[src/verilog/tcsp_pkg.sv]
// Purpose: shared constants for the transceiver control and status pin logic
// Assumes: one 250 MHz clock; all pins are synchronous to it
// Notes: management addresses, thresholds and init values are plain defaults
//
// Summary of operation
// transmit-off request high turns laser off
// laser off within 10 us of request
// signal-lost high when received power too low
// fault output is OR of three fault sources
// fault high means data is invalid
// serial commands answered only while select low
// deselected: ignore serial traffic, data line released
// interrupt on important condition, cause readable serially
// controller initialises units, then monitors and reports
`default_nettype none
package tcsp_pkg;
	// ****************************************
	// timing
	// ****************************************
	localparam int CLK_PERIOD_NS = 4;
	localparam int TX_OFF_MAX_NS = 10000;
	// longest time rounds down
	localparam int TX_OFF_MAX_CYCLES = TX_OFF_MAX_NS / CLK_PERIOD_NS;
	localparam int MON_PERIOD_NS = 1000;
	localparam int MON_PERIOD_CYCLES = MON_PERIOD_NS / CLK_PERIOD_NS;
	localparam int MON_CNT_W = 8;

	// ****************************************
	// two-wire management
	// ****************************************
	localparam logic [6:0] DEV_ADDR = 7'h50;
	localparam logic [2:0] IDX_CAUSE = 3'h0;
	localparam logic [2:0] IDX_STATUS = 3'h1;
	localparam logic [2:0] IDX_TEMP = 3'h2;
	localparam logic [2:0] IDX_BIAS = 3'h3;
	localparam logic [2:0] IDX_TXPWR = 3'h4;
	localparam logic [2:0] IDX_RXPWR = 3'h5;
	localparam logic [2:0] IDX_SUPPLY = 3'h6;
	localparam logic [2:0] IDX_CONTROL = 3'h7;
	localparam logic [7:0] CONTROL_RESET = 8'h00;
	localparam int CTRL_SOFT_TX_OFF = 0;

	// ****************************************
	// cause bits
	// ****************************************
	localparam int NUM_CAUSES = 5;
	localparam int CAUSE_LOS = 0;
	localparam int CAUSE_TX_UNLOCK = 1;
	localparam int CAUSE_LASER_FAULT = 2;
	localparam int CAUSE_RX_UNLOCK = 3;
	localparam int CAUSE_TX_OFF = 4;

	// ****************************************
	// receive power thresholds with hysteresis
	// ****************************************
	localparam logic [7:0] LOS_ASSERT_CODE = 8'h10;
	localparam logic [7:0] LOS_DEASSERT_CODE = 8'h20;

	// ****************************************
	// unit init table
	// ****************************************
	localparam logic [1:0] UNIT_LASER = 2'h0;
	localparam logic [1:0] UNIT_LIMAMP = 2'h1;
	localparam logic [1:0] UNIT_CDR = 2'h2;
	localparam int INIT_COUNT = 6;
	localparam int INIT_IDX_W = 3;

	typedef enum {CTL_INIT, CTL_RUN} tcsp_ctl_type;
	typedef enum {TW_IDLE, TW_ADDR, TW_ADDR_ACK, TW_PTR, TW_PTR_ACK, TW_WR, TW_WR_ACK, TW_RD, TW_RD_ACK,
		TW_RD_NEXT} tcsp_tw_type;
endpackage
`default_nettype wire

[src/verilog/tcsp_top.sv]
// Purpose: control and status pins plus management controller of an optical module
// Assumes: scl and sda inputs are already synchronous to clock_i
// Notes: open-drain pins are driven low only, enable high means pulling low
`default_nettype none
module tcsp_top
(
	input wire logic clock_i,
	input wire logic rst_b_i,
	input wire logic transmit_off_request_i,
	input wire logic deselect_i,
	input wire logic scl_i,
	input wire logic sda_i,
	output logic sda_o,
	output logic sda_oe_o,
	output logic interrupt_o,
	output logic interrupt_oe_o,
	output logic laser_enable_o,
	output logic rx_signal_lost_o,
	output logic module_fault_flag_o,
	input wire logic tx_unlock_i,
	input wire logic laser_fault_i,
	input wire logic rx_unlock_i,
	input wire logic [7:0] temp_i,
	input wire logic [7:0] bias_i,
	input wire logic [7:0] tx_power_i,
	input wire logic [7:0] rx_power_i,
	input wire logic [7:0] supply_i,
	output logic cfg_wr_o,
	output logic [1:0] cfg_unit_o,
	output logic [3:0] cfg_addr_o,
	output logic [7:0] cfg_data_o,
	output logic ready_o
);
	// ****************************************
	// init table for the attached units
	// ****************************************
	function automatic logic [13:0] init_word(input logic [tcsp_pkg::INIT_IDX_W-1:0] idx);
		logic [13:0] w;
		w = '0;
		unique case (idx)
			3'h0: w = {tcsp_pkg::UNIT_LASER, 4'h0, 8'h40};
			3'h1: w = {tcsp_pkg::UNIT_LASER, 4'h1, 8'h30};
			3'h2: w = {tcsp_pkg::UNIT_LIMAMP, 4'h0, 8'h08};
			3'h3: w = {tcsp_pkg::UNIT_LIMAMP, 4'h1, 8'h01};
			3'h4: w = {tcsp_pkg::UNIT_CDR, 4'h0, 8'h03};
			default: w = {tcsp_pkg::UNIT_CDR, 4'h1, 8'h00};
		endcase
		return w;
	endfunction

	// ****************************************
	// controller state
	// ****************************************
	tcsp_pkg::tcsp_ctl_type ctl_r, ctl_nxt;
	logic [tcsp_pkg::INIT_IDX_W-1:0] init_idx_r, init_idx_nxt;
	logic cfg_wr_r, cfg_wr_nxt;
	logic [13:0] cfg_word_r, cfg_word_nxt;
	logic [tcsp_pkg::MON_CNT_W-1:0] mon_cnt_r, mon_cnt_nxt;
	logic mon_tick;
	logic [7:0] temp_r, bias_r, txp_r, rxp_r, sup_r;
	logic [7:0] temp_nxt, bias_nxt, txp_nxt, rxp_nxt, sup_nxt;

	// init walks the table once, then the monitor samples on a divided tick
	always_comb
	begin
		ctl_nxt = ctl_r;
		init_idx_nxt = init_idx_r;
		cfg_wr_nxt = 1'b0;
		cfg_word_nxt = cfg_word_r;
		mon_cnt_nxt = mon_cnt_r;
		mon_tick = 1'b0;
		temp_nxt = temp_r;
		bias_nxt = bias_r;
		txp_nxt = txp_r;
		rxp_nxt = rxp_r;
		sup_nxt = sup_r;
		unique case (ctl_r)
			tcsp_pkg::CTL_INIT:
			begin
				cfg_wr_nxt = 1'b1;
				cfg_word_nxt = init_word(init_idx_r);
				init_idx_nxt = init_idx_r + 3'h1;
				if (init_idx_r == 3'(tcsp_pkg::INIT_COUNT - 1))
					ctl_nxt = tcsp_pkg::CTL_RUN;
			end
			tcsp_pkg::CTL_RUN:
			begin
				if (mon_cnt_r == 8'(tcsp_pkg::MON_PERIOD_CYCLES - 1))
				begin
					mon_cnt_nxt = '0;
					mon_tick = 1'b1;
				end
				else
					mon_cnt_nxt = mon_cnt_r + 8'h01;
				if (mon_tick)
				begin
					temp_nxt = temp_i;
					bias_nxt = bias_i;
					txp_nxt = tx_power_i;
					rxp_nxt = rx_power_i;
					sup_nxt = supply_i;
				end
			end
		endcase
	end

	// controller registers
	always_ff @(posedge clock_i)
	begin
		if (!rst_b_i)
		begin
			ctl_r <= tcsp_pkg::CTL_INIT;
			init_idx_r <= '0;
			cfg_wr_r <= 1'b0;
			cfg_word_r <= '0;
			mon_cnt_r <= '0;
			temp_r <= '0;
			bias_r <= '0;
			txp_r <= '0;
			rxp_r <= '0;
			sup_r <= '0;
		end
		else
		begin
			ctl_r <= ctl_nxt;
			init_idx_r <= init_idx_nxt;
			cfg_wr_r <= cfg_wr_nxt;
			cfg_word_r <= cfg_word_nxt;
			mon_cnt_r <= mon_cnt_nxt;
			temp_r <= temp_nxt;
			bias_r <= bias_nxt;
			txp_r <= txp_nxt;
			rxp_r <= rxp_nxt;
			sup_r <= sup_nxt;
		end
	end

	// ****************************************
	// pin status logic
	// ****************************************
	logic [7:0] control_r, control_nxt;
	logic tx_off_r, tx_off_nxt;
	logic los_r, los_nxt;
	logic fault_r, fault_nxt;

	// one-cycle path keeps laser shut-off far inside its time budget
	always_comb
	begin
		tx_off_nxt = transmit_off_request_i | control_r[tcsp_pkg::CTRL_SOFT_TX_OFF];
		fault_nxt = tx_unlock_i | laser_fault_i | rx_unlock_i;
		los_nxt = los_r;
		// hysteresis stops the flag chattering near the threshold
		if (rx_power_i < tcsp_pkg::LOS_ASSERT_CODE)
			los_nxt = 1'b1;
		else if (rx_power_i > tcsp_pkg::LOS_DEASSERT_CODE)
			los_nxt = 1'b0;
	end

	// status registers; laser starts off until the first evaluated cycle
	always_ff @(posedge clock_i)
	begin
		if (!rst_b_i)
		begin
			tx_off_r <= 1'b1;
			los_r <= 1'b1;
			fault_r <= 1'b0;
		end
		else
		begin
			tx_off_r <= tx_off_nxt;
			los_r <= los_nxt;
			fault_r <= fault_nxt;
		end
	end

	// ****************************************
	// cause latch
	// ****************************************
	logic [tcsp_pkg::NUM_CAUSES-1:0] cause;
	logic cause_any;
	logic cause_clear;

	tcsp_cause_latch u_cause
	(
		.clock_i(clock_i),
		.rst_b_i(rst_b_i),
		.cond_i({tx_off_r, rx_unlock_i, laser_fault_i, tx_unlock_i, los_r}),
		.clear_i(cause_clear),
		.cause_o(cause),
		.any_o(cause_any)
	);

	// ****************************************
	// two-wire management slave
	// ****************************************
	tcsp_pkg::tcsp_tw_type tw_r, tw_nxt;
	logic scl_q_r, sda_q_r;
	logic [3:0] bits_r, bits_nxt;
	logic [7:0] shift_r, shift_nxt;
	logic [2:0] ptr_r, ptr_nxt;
	logic rw_r, rw_nxt;
	logic oe_r, oe_nxt;
	logic scl_rise, scl_fall, start_c, stop_c;
	logic [7:0] rd_byte;

	assign scl_rise = scl_i & ~scl_q_r;
	assign scl_fall = ~scl_i & scl_q_r;
	assign start_c = scl_i & scl_q_r & sda_q_r & ~sda_i;
	assign stop_c = scl_i & scl_q_r & ~sda_q_r & sda_i;

	// read map; cause byte is cleared by reading it
	always_comb
	begin
		unique case (ptr_r)
			tcsp_pkg::IDX_CAUSE: rd_byte = {3'h0, cause};
			tcsp_pkg::IDX_STATUS: rd_byte = {4'h0, ready_o, fault_r, los_r, tx_off_r};
			tcsp_pkg::IDX_TEMP: rd_byte = temp_r;
			tcsp_pkg::IDX_BIAS: rd_byte = bias_r;
			tcsp_pkg::IDX_TXPWR: rd_byte = txp_r;
			tcsp_pkg::IDX_RXPWR: rd_byte = rxp_r;
			tcsp_pkg::IDX_SUPPLY: rd_byte = sup_r;
			tcsp_pkg::IDX_CONTROL: rd_byte = control_r;
		endcase
	end

	// bits are taken on scl rise, sda changes on scl fall except the release at start, stop or deselect
	always_comb
	begin
		tw_nxt = tw_r;
		bits_nxt = bits_r;
		shift_nxt = shift_r;
		ptr_nxt = ptr_r;
		rw_nxt = rw_r;
		oe_nxt = oe_r;
		control_nxt = control_r;
		cause_clear = 1'b0;
		if (deselect_i || stop_c)
		begin
			tw_nxt = tcsp_pkg::TW_IDLE;
			oe_nxt = 1'b0;
		end
		else if (start_c)
		begin
			tw_nxt = tcsp_pkg::TW_ADDR;
			bits_nxt = '0;
			oe_nxt = 1'b0;
		end
		else
		begin
			unique case (tw_r)
				tcsp_pkg::TW_IDLE:
				begin
					oe_nxt = 1'b0;
				end
				tcsp_pkg::TW_ADDR, tcsp_pkg::TW_PTR, tcsp_pkg::TW_WR:
				begin
					if (scl_rise)
					begin
						shift_nxt = {shift_r[6:0], sda_i};
						bits_nxt = bits_r + 4'h1;
					end
					else if (scl_fall && bits_r == 4'h8)
					begin
						oe_nxt = 1'b1;
						if (tw_r == tcsp_pkg::TW_ADDR)
						begin
							rw_nxt = shift_r[0];
							if (shift_r[7:1] == tcsp_pkg::DEV_ADDR)
								tw_nxt = tcsp_pkg::TW_ADDR_ACK;
							else
							begin
								tw_nxt = tcsp_pkg::TW_IDLE;
								oe_nxt = 1'b0;
							end
						end
						else if (tw_r == tcsp_pkg::TW_PTR)
						begin
							ptr_nxt = shift_r[2:0];
							tw_nxt = tcsp_pkg::TW_PTR_ACK;
						end
						else
						begin
							if (ptr_r == tcsp_pkg::IDX_CONTROL)
								control_nxt = shift_r;
							ptr_nxt = ptr_r + 3'h1;
							tw_nxt = tcsp_pkg::TW_WR_ACK;
						end
					end
				end
				tcsp_pkg::TW_ADDR_ACK, tcsp_pkg::TW_PTR_ACK, tcsp_pkg::TW_WR_ACK, tcsp_pkg::TW_RD_NEXT:
				begin
					if (scl_fall)
					begin
						bits_nxt = '0;
						oe_nxt = 1'b0;
						if (tw_r == tcsp_pkg::TW_ADDR_ACK && !rw_r)
							tw_nxt = tcsp_pkg::TW_PTR;
						else if (tw_r == tcsp_pkg::TW_ADDR_ACK || tw_r == tcsp_pkg::TW_RD_NEXT)
						begin
							tw_nxt = tcsp_pkg::TW_RD;
							shift_nxt = rd_byte;
							oe_nxt = ~rd_byte[7];
							ptr_nxt = ptr_r + 3'h1;
							cause_clear = (ptr_r == tcsp_pkg::IDX_CAUSE);
						end
						else
							tw_nxt = tcsp_pkg::TW_WR;
					end
				end
				tcsp_pkg::TW_RD:
				begin
					if (scl_rise)
						bits_nxt = bits_r + 4'h1;
					else if (scl_fall)
					begin
						if (bits_r == 4'h8)
						begin
							oe_nxt = 1'b0;
							tw_nxt = tcsp_pkg::TW_RD_ACK;
						end
						else
						begin
							shift_nxt = {shift_r[6:0], 1'b0};
							oe_nxt = ~shift_r[6];
						end
					end
				end
				tcsp_pkg::TW_RD_ACK:
				begin
					// host nack ends the read, ack asks for the next byte
					if (scl_rise)
						tw_nxt = sda_i ? tcsp_pkg::TW_IDLE : tcsp_pkg::TW_RD_NEXT;
				end
			endcase
		end
	end

	// two-wire registers
	always_ff @(posedge clock_i)
	begin
		if (!rst_b_i)
		begin
			tw_r <= tcsp_pkg::TW_IDLE;
			scl_q_r <= 1'b1;
			sda_q_r <= 1'b1;
			bits_r <= '0;
			shift_r <= '0;
			ptr_r <= '0;
			rw_r <= 1'b0;
			oe_r <= 1'b0;
			control_r <= tcsp_pkg::CONTROL_RESET;
		end
		else
		begin
			tw_r <= tw_nxt;
			scl_q_r <= scl_i;
			sda_q_r <= sda_i;
			bits_r <= bits_nxt;
			shift_r <= shift_nxt;
			ptr_r <= ptr_nxt;
			rw_r <= rw_nxt;
			oe_r <= oe_nxt;
			control_r <= control_nxt;
		end
	end

	// ****************************************
	// outputs
	// ****************************************
	assign sda_o = 1'b0;
	assign sda_oe_o = oe_r;
	assign interrupt_o = 1'b0;
	assign interrupt_oe_o = cause_any;
	assign laser_enable_o = ~tx_off_r;
	assign rx_signal_lost_o = los_r;
	assign module_fault_flag_o = fault_r;
	assign cfg_wr_o = cfg_wr_r;
	assign cfg_unit_o = cfg_word_r[13:12];
	assign cfg_addr_o = cfg_word_r[11:8];
	assign cfg_data_o = cfg_word_r[7:0];
	assign ready_o = (ctl_r == tcsp_pkg::CTL_RUN);
endmodule
`default_nettype wire

[src/verilog/tcsp_cause_latch.sv]
// Purpose: sticky cause bits behind the interrupt output
// Assumes: clear comes as a one-cycle pulse when the cause byte is read
// Notes: a condition still present at the clear sets its bit again
`default_nettype none
module tcsp_cause_latch
(
	input wire logic clock_i,
	input wire logic rst_b_i,
	input wire logic [tcsp_pkg::NUM_CAUSES-1:0] cond_i,
	input wire logic clear_i,
	output logic [tcsp_pkg::NUM_CAUSES-1:0] cause_o,
	output logic any_o
);
	logic [tcsp_pkg::NUM_CAUSES-1:0] cause_r;
	logic [tcsp_pkg::NUM_CAUSES-1:0] cause_nxt;
	logic any_r;

	// ****************************************
	// per-bit set and clear
	// ****************************************
	genvar g;
	generate
		for (g = 0; g < tcsp_pkg::NUM_CAUSES; g++)
		begin : g_bit
			// set wins over clear so no event is lost
			always_comb
			begin
				cause_nxt[g] = (cause_r[g] & ~clear_i) | cond_i[g];
			end
		end
	endgenerate

	// register stage
	always_ff @(posedge clock_i)
	begin
		if (!rst_b_i)
		begin
			cause_r <= '0;
			any_r <= 1'b0;
		end
		else
		begin
			cause_r <= cause_nxt;
			any_r <= |cause_nxt;
		end
	end

	assign cause_o = cause_r;
	assign any_o = any_r;
endmodule
`default_nettype wire

[config.mk]
export PLATFORM = sky130hd
export DESIGN_NAME = tcsp_top
export DESIGN_NICKNAME = d
export VERILOG_FILES = /design/src/verilog/tcsp_pkg.sv /design/src/verilog/tcsp_top.sv /design/src/verilog/tcsp_cause_latch.sv
export SDC_FILE = /design/constraint.sdc
export NUM_CORES = 1
export LEC_CHECK = 0
export BUFFER_PORTS_ARGS = -buffer_cell sky130_fd_sc_hd__buf_2
export CORE_MARGIN = 4
export CORE_UTILIZATION = 45
export CTS_BUF_LIST = sky130_fd_sc_hd__clkbuf_4 sky130_fd_sc_hd__clkbuf_8
export DETAILED_ROUTE_END_ITERATION = 8
export PLACE_DENSITY = 0.66
export SYNTH_ARGS = -nofsm -noshare
export SYNTH_HDL_FRONTEND = slang
export SYNTH_SLANG_ARGS = --single-unit
[constraint.sdc]
create_clock -name clock_i -period 5.04 [get_ports clock_i]
set_clock_uncertainty 0.05 [all_clocks]
set_input_delay 1.008 -clock clock_i [delete_from_list [all_inputs] [get_ports clock_i]]
set_output_delay 1.008 -clock clock_i [all_outputs]
set_load 0.1 [all_outputs]
==> results.md <==
- Layout cells sized above 1: 0.151
- Nets@finish: approximately 710
- Max incr delay on CP: around 0.68 ns
- Slew Viols, Final: 0
- Hold WC Path Type: register to register
- Distinct cells, synth: 69
- Vias: 4,502
- Max IR drop VDD: 234 uV
- Die ar.: between 10,000 and 15,000 um2
- Initial antenna violation count: 0
- Dpl hpwl: between 9000 and 10,000 um
- Area share of the largest cell type after synthesis: 0.405
- Kind of start point of the critical path: register
- Post-route DRC: 0
- Min cycle time layout: 2.86 ns
- Clock root buffer: clkbuf_8
- DRT iter0 DRCs: 297
- Final setup violation count: 0
- CP Class: register to register
- Post-Synth Adder-Cell Area: 0.0376
- Synth top cells by count: 115 x nand2_1, 101 x dfxtp_1, 71 x a21oi_1, 52 x nor2_1, 31 x clkbuf_1
- Seq/Total Area, Yosys: 0.405
- Crit Path Max Fanout: 17
- R2R Setup Slk: 2.18 ns
- H-tree levels: 3
- Top delay family on crit path: simple AND/OR/NAND/NOR gates
- Chip Width: 113 um
- Synth Register Bits: 101
- Status: finished clean
- Synth Area in Simple Gates: 0.220
- PwrDens: about 310 nW/um2
- Post-synth top flop: dfxtp_1
- Synthesized area: ~5000 um2
- Synth warn: 0
- Drt first pass iters: 5
- Final WL: 12,600 um
- Async SR Flop Fraction: 0
- Main combinational cell family by area after synthesis: simple AND/OR/NAND/NOR gates
- Slew @ Worst Pin: 0.869 ns
- CP max-delay cell: dfxtp_1
- CTS max path bufs: 2
- Final setup TNS: 0 ns
- Routed vias/inst: about 5.7
- Worst-path clk slew: 0.10 ns
- Multiplexer area fraction after synthesis: 0.0431
- Pwr Total: 1.68 mW
- CTS tree: built
- Post_cts resized: 0
- Max cap viols: 0
- Initial Util: 0.461
- GP Congestion: about 0.85
- Synth area leaders: dfxtp_1 41%, nand2_1 8.6%, a21oi_1 7.1%
- Hold_buf cts: 0
- First-pass GRT wire length: 21,000 um
- Drt wl/cell: 16.0 um
- DRT antenna net count: 0
- WP buf/inv: 1
- Syn Inst Count: 611
- Chip height: 113 um
- FMAX: 350 MHz
- Number of global-route vias before repair: around 4,300
- Clock sink total: just over 100
- Core ar.: 10,800 um2
- Critical path arrival: 3.04 ns
- GRT Util Overall: 0.200
- GR Overflow Total: 0
- Antenna Cells: 0
- Port bufs: 64
- Biggest area consumer among synthesized cells: dfxtp_1
- Complex-gate fraction of the synthesized area: 0.218
- Period utilisation layout: 0.567
- Most common cell in the netlist: nand2_1
- Filler Cell Count: between 1,000 and 1,500
- Slew margin rel.: 0.420
- Synth Area per Inst: 8.17 um2
- CP cell instances: inv_1 > ha_1 > or4_1 > or2_2 > o21a_1 > a32oi_1 > a211oi_1
- Post-synth EDFFs: 0
- Synth Area in XOR/XNOR: 0.0140
- Leakage: 1.99 nW
- Worst skew pair latency: 0.38 ns
- CP Data Required Time: around 5.2 ns
- Final hold vios: 0
- Row cnt: 38
- Setup Fix Bufs, Post-CTS: 0
- Largest net degree at the start of global routing: 49
- RSZ-0062 raised after global routing: no
- Crit. End Element: register
- Number of top-level pins: 72
- CTS buffer count: 9
- Layout area overhead: 10.5%
cell type report:
type / count / area [um2] / area share
timing repair buffer: 67 / 343 / 0.0622
clock inverter: 6 / 92.6 / 0.0168
clock buffer: 10 / 138 / 0.0250
multi-input combinational: 449 / 2690 / 0.487
sequential: 101 / 2020 / 0.367
tap: 140 / 175 / 0.0318
inverter: 16 / 60.1 / 0.0109
power by group:
part | leakage, nW | internal, mW | total, mW | switching (mW)
clock | 0.115 | 0.298 | 0.589 | 0.292
sequential | 0.819 | 0.819 | 0.843 | 0.0243
combinational | 1.05 | 0.0595 | 0.252 | 0.192
total | 1.99 | 1.18 | 1.68 | 0.508
stage by stage:
stage	std cells	setup slack (ns)	area, um2	util	hold WS [ns]
after global placement	773	2.19	5290	0.488	0.389
after global routing	789	2.01	5520	0.509	0.430
after CTS	789	2.22	5520	0.509	0.410
after detailed placement	773	2.13	5290	0.488	0.397
after floorplan	617	2.29	5010	-	0.378
final	789	2.18	5520	0.509	0.407
kinds of logic after synthesis:
family / count (synthesis)
compound gates: 165
flops: 101
simple gates: 233
other cells: 1
buf+inv: 67
fa+ha+maj: 15
mux: 21
xor+xnor: 8
final timing paths:
kind,from,endpoint,cells after the start
max,ptr_r[2],shift_r[0],7
max reg2reg,ptr_r[2],shift_r[0],7
min,rxp_r[1],rxp_r[1],2
min reg2reg,rxp_r[1],rxp_r[1],2
worst register-to-register path, stage by stage, from the launching register on:
cell      delay, ns
dfxtp_1        0.68
inv_1          0.22
ha_1           0.39
or4_1          0.52
or2_2          0.38
o21a_1         0.21
a32oi_1        0.18
a211oi_1       0.10
layout by cell type, fill, tap and decap left out, types with 6 or more instances in the layout:
cell type / Yosys / layout
nand2_1: 115 / 115
dfxtp_1: 101 / 101
a21oi_1: 71 / 71
buf_2: 9 / 64
nor2_1: 52 / 52
o21ai_0: 17 / 17
mux2i_1: 17 / 17
inv_1: 16 / 15
ha_1: 15 / 15
nor3_1: 11 / 11
o211ai_1: 11 / 11
clkbuf_8: 0 / 10
nand4_1: 8 / 8
a222oi_1: 8 / 8
conb_1: 1 / 7
nand3b_1: 6 / 6
nand2b_1: 6 / 6
layer usage:
layer / track usage / routed length [um] / up-vias
met4: 0.0641 / 235 / 0
met2: 0.326 / 6010 / 137
met1: 0.260 / 5670 / 2124
li1: - / - / 2224
met3: 0.0508 / 722 / 17
met5: 0 / 0 / -
No activity file was read; power rests on OpenSTA's default activity.
